--- src/bcs_pkg.sv ---
// package: register layout, codes and timing counts of the bus clock and standby control
package bcs_pkg;
  localparam logic [3:0] ADDR_STANDBY_CONTROL = 4'h0;
  localparam logic [3:0] ADDR_LOW_POWER_CTRL  = 4'h1;
  localparam logic [3:0] ADDR_STATUS          = 4'h2;

  localparam int          POS_STANDBY_SELECT   = 7;
  localparam int          POS_WAIT_SEL         = 4;
  localparam int          POS_RESERVED3        = 3;
  localparam int          POS_BUS_CLK_SEL      = 0;
  localparam int          POS_SUBCLK_ENABLE    = 0;
  localparam logic [7:0]  STANDBY_CONTROL_RST  = 8'h00;
  localparam logic [7:0]  STANDBY_CONTROL_WMSK = 8'hF7;
  localparam logic [7:0]  LOW_POWER_CTRL_RST   = 8'h00;

  localparam logic [2:0]  CLK_SEL_FULL         = 3'h0;
  localparam int          DIV_BITS             = 5;

  localparam logic [2:0]  WAIT_CODE_RSVD       = 3'h6;
  localparam logic [2:0]  WAIT_CODE_SHORT      = 3'h7;
  localparam logic [18:0] WAIT_STATES_SHORT    = 19'h00010;
  localparam logic [18:0] WAIT_STATES_BASE     = 19'h02000;
  localparam int          WAIT_CNT_BITS        = 19;

  typedef enum logic [2:0] {
    BCS_MODE_ACTIVE, BCS_MODE_SLEEP, BCS_MODE_SW_STANDBY, BCS_MODE_SUBACTIVE,
    BCS_MODE_WATCH, BCS_MODE_SUBSLEEP
  } bcs_mode_e;

  typedef struct packed {
    logic       standby_select;
    logic [2:0] wait_time_sel;
    logic       reserved3;
    logic [2:0] bus_clk_sel;
  } bcs_standby_control_s;

  typedef struct packed {
    logic       sleep_req;
    logic       want_sub;
    logic       want_watch;
    logic       want_high;
  } bcs_sleep_req_s;
endpackage

--- src/bcs_clk_div.sv ---
// divider: one-cycle enable pulses for the medium-speed bus master clocks
module bcs_clk_div
  import bcs_pkg::*;
(
  input  wire logic       clk_i,     // system clock
  input  wire logic       nrst_i,    // async reset, low
  input  wire logic [2:0] sel_i,     // bus clock select code
  output logic            bus_en_o   // bus master clock enable
);
  logic [DIV_BITS-1:0] cnt_ff;
  logic [DIV_BITS-1:0] nxt_cnt;
  logic                en;

  // free-running counter; its low bits all ones mark the end of a divided period
  assign nxt_cnt = cnt_ff + 5'h01;

  always_ff @(posedge clk_i or negedge nrst_i) begin
    if (!nrst_i) begin
      cnt_ff <= 5'h00;
    end else begin
      cnt_ff <= nxt_cnt;
    end
  end

  // 11x reserved codes fall back to the full clock so the bus never hangs
  always_comb begin
    en = 1'b1;
    unique case (sel_i)
      3'h1: en = &cnt_ff[0:0];   // see RULE_12
      3'h2: en = &cnt_ff[1:0];
      3'h3: en = &cnt_ff[2:0];
      3'h4: en = &cnt_ff[3:0];
      3'h5: en = &cnt_ff[4:0];   // see RULE_01
      default: en = 1'b1;
    endcase
  end

  assign bus_en_o = en;
endmodule

--- src/bcs_top.sv ---
// top: bus clock select, subclock gate, sleep mode decision and stabilization wait
// Function
// RULE_01: the bus master gets the full clock or it divided by 2, 4, 8, 16 or 32 by the select field.
// RULE_02: the outside source drives a 32.768 kHz clock on the subclock pin when it is used.
// RULE_03: software makes the shared pin an input and sets the subclock enable before using it.
// RULE_04: software keeps the subclock enable cleared while no subclock is used.
// RULE_05: sleep in high or medium speed goes to sleep mode on select 0, else standby, subactive or watch.
// RULE_06: sleep in subactive goes to subsleep on select 0, else to watch or high speed.
// RULE_07: the standby select bit changes only by software writes, never by mode transitions.
// RULE_08: the wait field sets the oscillator stabilization wait on leaving standby, watch or subactive.
// RULE_09: with an external clock software should pick the shortest wait.
// RULE_10: bit 3 of the standby control register reads 0 and ignores writes.
// RULE_11: software clears the bus clock select field before going to subactive or watch.
// RULE_12: select 000 is full clock, 001 to 101 divide by 2 to 32, 11x is reserved.
// RULE_13: wait codes 000 to 101 give 8192 to 262144 states, 110 reserved, 111 gives 16 states.
// RULE_14: the bus master clock stays stopped until the stabilization counter completes.
module bcs_top
  import bcs_pkg::*;
(
  input  wire logic            clk_i,          // system clock 100 MHz
  input  wire logic            nrst_i,         // async reset, low
  input  wire logic [3:0]      addr_i,         // register address
  input  wire logic [7:0]      wdata_i,        // write data
  input  wire logic            wr_i,           // write strobe
  input  wire logic            rd_i,           // read strobe
  output logic      [7:0]      rdata_o,        // read data, next cycle
  input  wire bcs_pkg::bcs_sleep_req_s sleep_i, // sleep instruction and target hints
  input  wire logic            wake_i,         // wake interrupt pulse
  input  wire logic            subclock_input_pin_i, // raw subclock pin
  output logic                 subclk_o,       // gated, synchronised subclock level
  output logic                 bus_clk_en_o,   // bus master clock enable
  output bcs_pkg::bcs_mode_e   mode_o,         // current power mode
  output logic                 osc_wait_o      // stabilization wait running
);
  bcs_standby_control_s ctl_ff;
  logic                 subclock_input_enable_ff;
  logic [7:0]           rdata_ff;
  bcs_mode_e            mode_ff;
  bcs_mode_e            nxt_mode;
  logic [WAIT_CNT_BITS-1:0] wait_cnt_ff;
  logic                 wait_ff;
  logic                 sub_meta_ff;
  logic                 sub_sync_ff;
  logic                 div_en;

  // wait length in states for a code; 110 is treated as the longest setting
  function automatic logic [WAIT_CNT_BITS-1:0] wait_states(input logic [2:0] code);
    logic [WAIT_CNT_BITS-1:0] n;
    n = WAIT_STATES_BASE;
    if (code == WAIT_CODE_SHORT) begin
      n = WAIT_STATES_SHORT;
    end else if (code == WAIT_CODE_RSVD) begin
      n = WAIT_STATES_BASE << 5;
    end else begin
      n = WAIT_STATES_BASE << code;
    end
    return n;
  endfunction

  function automatic logic [7:0] rd_value(input logic [3:0] a);
    logic [7:0] v;
    v = 8'h00;
    unique case (a)
      ADDR_STANDBY_CONTROL: v = ctl_ff & STANDBY_CONTROL_WMSK; // see RULE_10
      ADDR_LOW_POWER_CTRL:  v = {7'h00, subclock_input_enable_ff};
      ADDR_STATUS:          v = {3'h0, wait_ff, 1'b0, mode_ff};
      default:              v = 8'h00;
    endcase
    return v;
  endfunction

  // software writes only; mode changes never touch the select bit
  always_ff @(posedge clk_i or negedge nrst_i) begin
    if (!nrst_i) begin
      ctl_ff <= STANDBY_CONTROL_RST;
    end else if (wr_i && addr_i == ADDR_STANDBY_CONTROL) begin
      ctl_ff <= wdata_i & STANDBY_CONTROL_WMSK; // see RULE_07, see RULE_10
    end
  end

  always_ff @(posedge clk_i or negedge nrst_i) begin
    if (!nrst_i) begin
      subclock_input_enable_ff <= LOW_POWER_CTRL_RST[POS_SUBCLK_ENABLE];
    end else if (wr_i && addr_i == ADDR_LOW_POWER_CTRL) begin
      subclock_input_enable_ff <= wdata_i[POS_SUBCLK_ENABLE];
    end
  end

  // read data valid only in the cycle after the strobe
  always_ff @(posedge clk_i or negedge nrst_i) begin
    if (!nrst_i) begin
      rdata_ff <= 8'h00;
    end else if (rd_i) begin
      rdata_ff <= rd_value(addr_i);
    end else begin
      rdata_ff <= 8'h00;
    end
  end

  // subclock pin is asynchronous: two stages, then gated by the enable
  always_ff @(posedge clk_i or negedge nrst_i) begin
    if (!nrst_i) begin
      sub_meta_ff <= 1'b0;
      sub_sync_ff <= 1'b0;
    end else begin
      sub_meta_ff <= subclock_input_pin_i;
      sub_sync_ff <= sub_meta_ff;
    end
  end

  // sleep mode decision and wake-up
  always_comb begin
    nxt_mode = mode_ff;
    unique case (mode_ff)
      BCS_MODE_ACTIVE: begin
        if (sleep_i.sleep_req) begin
          if (!ctl_ff.standby_select) begin
            nxt_mode = BCS_MODE_SLEEP; // see RULE_05
          end else if (sleep_i.want_sub) begin
            nxt_mode = BCS_MODE_SUBACTIVE;
          end else if (sleep_i.want_watch) begin
            nxt_mode = BCS_MODE_WATCH;
          end else begin
            nxt_mode = BCS_MODE_SW_STANDBY; // see RULE_05
          end
        end
      end
      BCS_MODE_SUBACTIVE: begin
        if (sleep_i.sleep_req) begin
          if (!ctl_ff.standby_select) begin
            nxt_mode = BCS_MODE_SUBSLEEP; // see RULE_06
          end else if (sleep_i.want_high) begin
            nxt_mode = BCS_MODE_ACTIVE;
          end else begin
            nxt_mode = BCS_MODE_WATCH; // see RULE_06
          end
        end
      end
      BCS_MODE_SLEEP, BCS_MODE_SW_STANDBY, BCS_MODE_WATCH: begin
        if (wake_i) begin
          nxt_mode = BCS_MODE_ACTIVE;
        end
      end
      BCS_MODE_SUBSLEEP: begin
        if (wake_i) begin
          nxt_mode = BCS_MODE_SUBACTIVE;
        end
      end
      default: nxt_mode = BCS_MODE_ACTIVE;
    endcase
  end

  always_ff @(posedge clk_i or negedge nrst_i) begin
    if (!nrst_i) begin
      mode_ff <= BCS_MODE_ACTIVE;
    end else begin
      mode_ff <= nxt_mode;
    end
  end

  // oscillator restart on leaving standby, watch or subactive into high speed
  always_ff @(posedge clk_i or negedge nrst_i) begin
    if (!nrst_i) begin
      wait_ff     <= 1'b0;
      wait_cnt_ff <= 19'h00000;
    end else if (nxt_mode == BCS_MODE_ACTIVE && (mode_ff == BCS_MODE_SW_STANDBY ||
                 mode_ff == BCS_MODE_WATCH || mode_ff == BCS_MODE_SUBACTIVE)) begin
      wait_ff     <= 1'b1; // see RULE_08
      wait_cnt_ff <= wait_states(ctl_ff.wait_time_sel) - 19'h00001; // see RULE_13
    end else if (wait_ff) begin
      if (wait_cnt_ff == 19'h00000) begin
        wait_ff <= 1'b0; // see RULE_14
      end else begin
        wait_cnt_ff <= wait_cnt_ff - 19'h00001;
      end
    end
  end

  bcs_clk_div u_div (
    .clk_i    (clk_i),
    .nrst_i   (nrst_i),
    .sel_i    (ctl_ff.bus_clk_sel),
    .bus_en_o (div_en)
  );

  // bus master runs only in active or subactive mode and never during the wait
  assign bus_clk_en_o = div_en && !wait_ff &&
                        (mode_ff == BCS_MODE_ACTIVE || mode_ff == BCS_MODE_SUBACTIVE); // see RULE_14, see RULE_01
  assign subclk_o   = sub_sync_ff & subclock_input_enable_ff;
  assign rdata_o    = rdata_ff;
  assign mode_o     = mode_ff;
  assign osc_wait_o = wait_ff;
endmodule

--- config.mk ---
export PLATFORM = sky130hd
export DESIGN_NAME = bcs_top
export DESIGN_NICKNAME = d
export VERILOG_FILES = /design/src/bcs_pkg.sv /design/src/bcs_clk_div.sv /design/src/bcs_top.sv
export SDC_FILE = /design/constraint.sdc
export NUM_CORES = 1
export LEC_CHECK = 0
export CAP_MARGIN = 40
export CORE_MARGIN = 3
export CORE_UTILIZATION = 56
export CTS_BUF_LIST = sky130_fd_sc_hd__clkbuf_8 sky130_fd_sc_hd__clkbuf_16
export CTS_CLUSTER_SIZE = 30
export DETAILED_ROUTE_END_ITERATION = 10
export DONT_BUFFER_PORTS = 1
export PLACE_DENSITY = 0.71
export SYNTH_ARGS = -nofsm -noshare
export SYNTH_HDL_FRONTEND = slang
export SYNTH_SLANG_ARGS = --single-unit
--- constraint.sdc ---
create_clock -name clk_i -period 7.1 [get_ports clk_i]
set_input_delay 1.42 -clock clk_i [delete_from_list [all_inputs] [get_ports clk_i]]
set_output_delay 1.42 -clock clk_i [all_outputs]
set_load 0.02 [all_outputs]
==> run_results.csv <==
group,metric,value,unit
outcome,outcome,"finished, final reports clean",
layout,ff_latch_area,0.00113,sq mm
job,max-cap-violations,0,
clock_network,clock_path_buffers,2,
timing,setup_viol,0,
route,remaining_drc_errors,0,
timing,fmax,258,MHz
timing,clock_skew,0.00751,ns
timing,hold_viol,0,
critical_path,path_buf_inv,1,
global_routing,antenna_found_initial,0,
synth,synth_top_family_by_area,"simple AND/OR/NAND/NOR gates",
floorplanning,fp.coreArea,0.00385,sq mm
synth,syn_inst,235,
floorplanning,die_x,70.7,um
critical_path,endpoint_kind,"register",
synth,synthTopCellsByArea,"dfrtp_1 (48%), xor2_1 (5.2%), a21oi_1 (3.8%)",
clock_network,numCtsBuffers,5,
synth,synth-edff-count,0,
layout,diodes,0,
synth,ys_ff_latch,45,
placed_design,pre_cts_slack,2.96,ns
synth,synth_fa_ha_area_share,2.14,%
critical_path,crit_chain,"nor2b_1 -> a21boi_0 -> o21ai_2 -> buf_4 -> nand2_1 -> ha_1 -> nor3b_1 -> and3_1 -> o21ai_0 -> or3_2 -> a31oi_1",
clock_network,cts_root_buf,"clkbuf_8",
synth,synth_area,0.00234,sq mm
synth,synth-main-ff-cell,"dfrtp_1",
synth,synthXorXnorAreaFrac,7.10,%
timing,slew_headroom,44.2,%
critical_path,worst_ep_arrival_time,4.10,ns
global_routing,grt_max_degree,46,
critical_path,max_stage_delay,0.45,ns
route,drtPass1Iterations,4,
synth,ys_top_cells_by_count,"dfrtp_1 (45), a21oi_1 (18), nor2_1 (18), nand2_1 (15), xor2_1 (14)",
route,ant_nets,0,
placed_design,numPlacedInstances,272,
layout,fillers,316,
layout,layout.cells.non_filler,280,
power_and_ir_drop,power_density,366,mW/mm^2
floorplanning,die-area,0.00500,sq mm
timing,min_period_over_period,54.6,%
global_routing,grt.total_usage,20.7,%
route,wire_per_inst,17.3,um
timing,drv_slew,0,
synth,synthArstFlopShare,100,%
layout,drive_gt1_share,9.91,%
layout,multi_input_area,0.00114,sq mm
placed_design,gp_congestion,0.848,
floorplanning,num_io_pins,36,
synth,synth-compound-area-share,13.2,%
synth,synthSimpleGateAreaFrac,19.8,%
critical_path,worstSetupStartpointType,"input pin",
layout,fin_nets,257,
route,wirelength,4.85,mm
timing,rsz0062_at_grt,"false",
route,vias_per_cell,6.30,
synth,yosysWarningCount,0,
timing,tightest_slew,0.826,ns
placed_design,hpwl,3.38,mm
clock_network,clk_latency,0.30,ns
clock_network,postCtsSetupBuffers,0,
timing,period_minus_slack,3.88,ns
synth,synth-seq-area-share,48.1,%
critical_path,path_class,"input pin to register",
global_routing,grt_pass1_vias,1832,
critical_path,crit_family,"simple AND/OR/NAND/NOR gates",
clock_network,cts-resized-gates,0,
critical_path,cp.required,7.33,ns
critical_path,timing.rr.start,"mode_o[0]$_DFF_PN0_",
timing,finalWorstSetupSlack,3.22,ns
power_and_ir_drop,ir_worst_vdd,0.171,mV
route,drt_iter0_drc,102,
floorplanning,placementRows,22,
hold_path,hold_path_class,"register to register",
timing,fin_setup_tns,0,ns
synth,ys_types,45,
synth,muxShareOfSynthArea,5.93,%
power_and_ir_drop,finalPower,0.917,mW
synth,synth_nets,261,
power_and_ir_drop,p_leak,1.08,nW
layout,syn2layout_area_growth,6.94,%
clock_network,clkSlewWorstSetupHoldPaths,0.08,ns
floorplanning,initial_core_util,60.8,%
placed_design,port_buffers,0,
critical_path,crit_path_start,"wake_i",
synth,yosys.area.top_type,"dfrtp_1",
route,num_vias,1764,
critical_path,critPathMaxFanout,30,
global_routing,grt_pass1_wl,8.30,mm
synth,syn_avg_cell_area,9.97,sq um
global_routing,grt_overflow,0,
clock_network,cts_max_level,2,
floorplanning,die_h,70.7,um
clock_network,clock_sinks,45,
clock_network,postCtsHoldBufs,0,
timing,hold_ws,0.356,ns
clock_network,cts_tree,"done",
hold_path,hold_path.startpoint,"sub_meta_ff$_DFF_PN0_",
critical_path,slowest_stage,"or3_2",
synth,synth_top_area_share,48.1,%
synth,synth_most_common_cell,"dfrtp_1",
layout by cell type, fill, tap and decap left out, types with 2 or more instances in the layout:
cell type	count
nand4b_1	3
nand4_1	4
nor3_1	6
a21oi_1	18
a21o_1	3
nand2b_1	3
o31ai_1	2
nor2_1	18
nand3b_1	3
or4_1	2
ha_1	4
inv_1	6
o211a_1	2
mux2_2	7
clkbuf_8	5
and2_1	4
nand2_1	15
and3_1	6
o21ai_0	5
dfrtp_1	45
nor2b_1	3
o211ai_1	3
buf_4	2
nand3_1	7
mux2i_1	6
bufinv_16	2
xor2_1	14
xnor2_1	5
nor4_1	3
a31oi_1	6
o22ai_1	3
where the power goes:
part | switching [mW] | leakage, nW | internal (mW)
combinational | 0.129 | 0.471 | 0.122
sequential | 0.112 | 0.541 | 0.328
clock | 0.0859 | 0.0681 | 0.140
state kept, by name (all words and copies together), names as in the netlist:
| name | flops |
|---|---|
| ctl_ff | 7 |
| u_div.cnt_ff | 5 |
| subclock_input_enable_ff | 1 |
| rdata_o | 7 |
| osc_wait_o | 1 |
| sub_sync_ff | 1 |
| sub_meta_ff | 1 |
| wait_cnt_ff | 19 |
| mode_o | 3 |
cell type report:
type                            count  area share, %
Multi-Input combinational cell    170           45.4
Sequential cell                    45           44.9
Clock buffer                        5           2.75
Clock inverter                      3           2.60
Tap cell                           48           2.40
Timing Repair Buffer                3          0.999
Inverter                            6          0.899
metal layers:
layer	part of all wire (%)	vias up	wire length [um]	GRT usage [%]
met5	0	-	0	0
met2	50	44	2400	34.9
met3	5.2	9	252	5.11
met1	44	877	2120	25.8
met4	1.5	0	73	7.10
li1	-	834	-	-
worst reg2reg max path, delay by kind of cell (launching register included):
family | cells | cell delay [ns]
simple gates | 5 | 1.43
compound gates | 4 | 0.70
flops | 1 | 0.58
fa+ha+maj | 1 | 0.40
buf+inv | 1 | 0.24
per-stage QoR:
stage          area [sq um]  util (%)
2_1_floorplan          2340         -
5_1_grt                2510      65.0
4_1_cts                2510      65.0
3_3_place_gp           2360      61.3
3_5_place_dp           2370      61.6
6_report               2510      65.0
cells by family (layout without fill, tap and decap cells):
kind of cell,count (synthesis),in the layout
AO/OA/AOI/OAI,49,49
XOR/XNOR,19,19
adder cells (fa/ha/maj),4,4
buffers and inverters,20,17
flip-flops,45,45
multiplexers,13,13
other,1,1
AND/OR/NAND/NOR,84,84
worst paths after layout:
check | endpoint | slack, ns | cells past startpoint
max | wait_cnt_ff[10]$_DFFE_PN0P_ | 3.22 | 11
min | sub_sync_ff$_DFF_PN0_ | 0.36 | 0
max reg2reg | wait_cnt_ff[10]$_DFFE_PN0P_ | 3.68 | 11
min reg2reg | sub_sync_ff$_DFF_PN0_ | 0.36 | 0
max in group asynchronous | rdata_o[2]$_DFF_PN0_ | 6.21 | 0
min in group asynchronous | wait_cnt_ff[4]$_DFFE_PN0P_ | 0.80 | 0
Note: power is estimated with default switching activity, not from simulation.
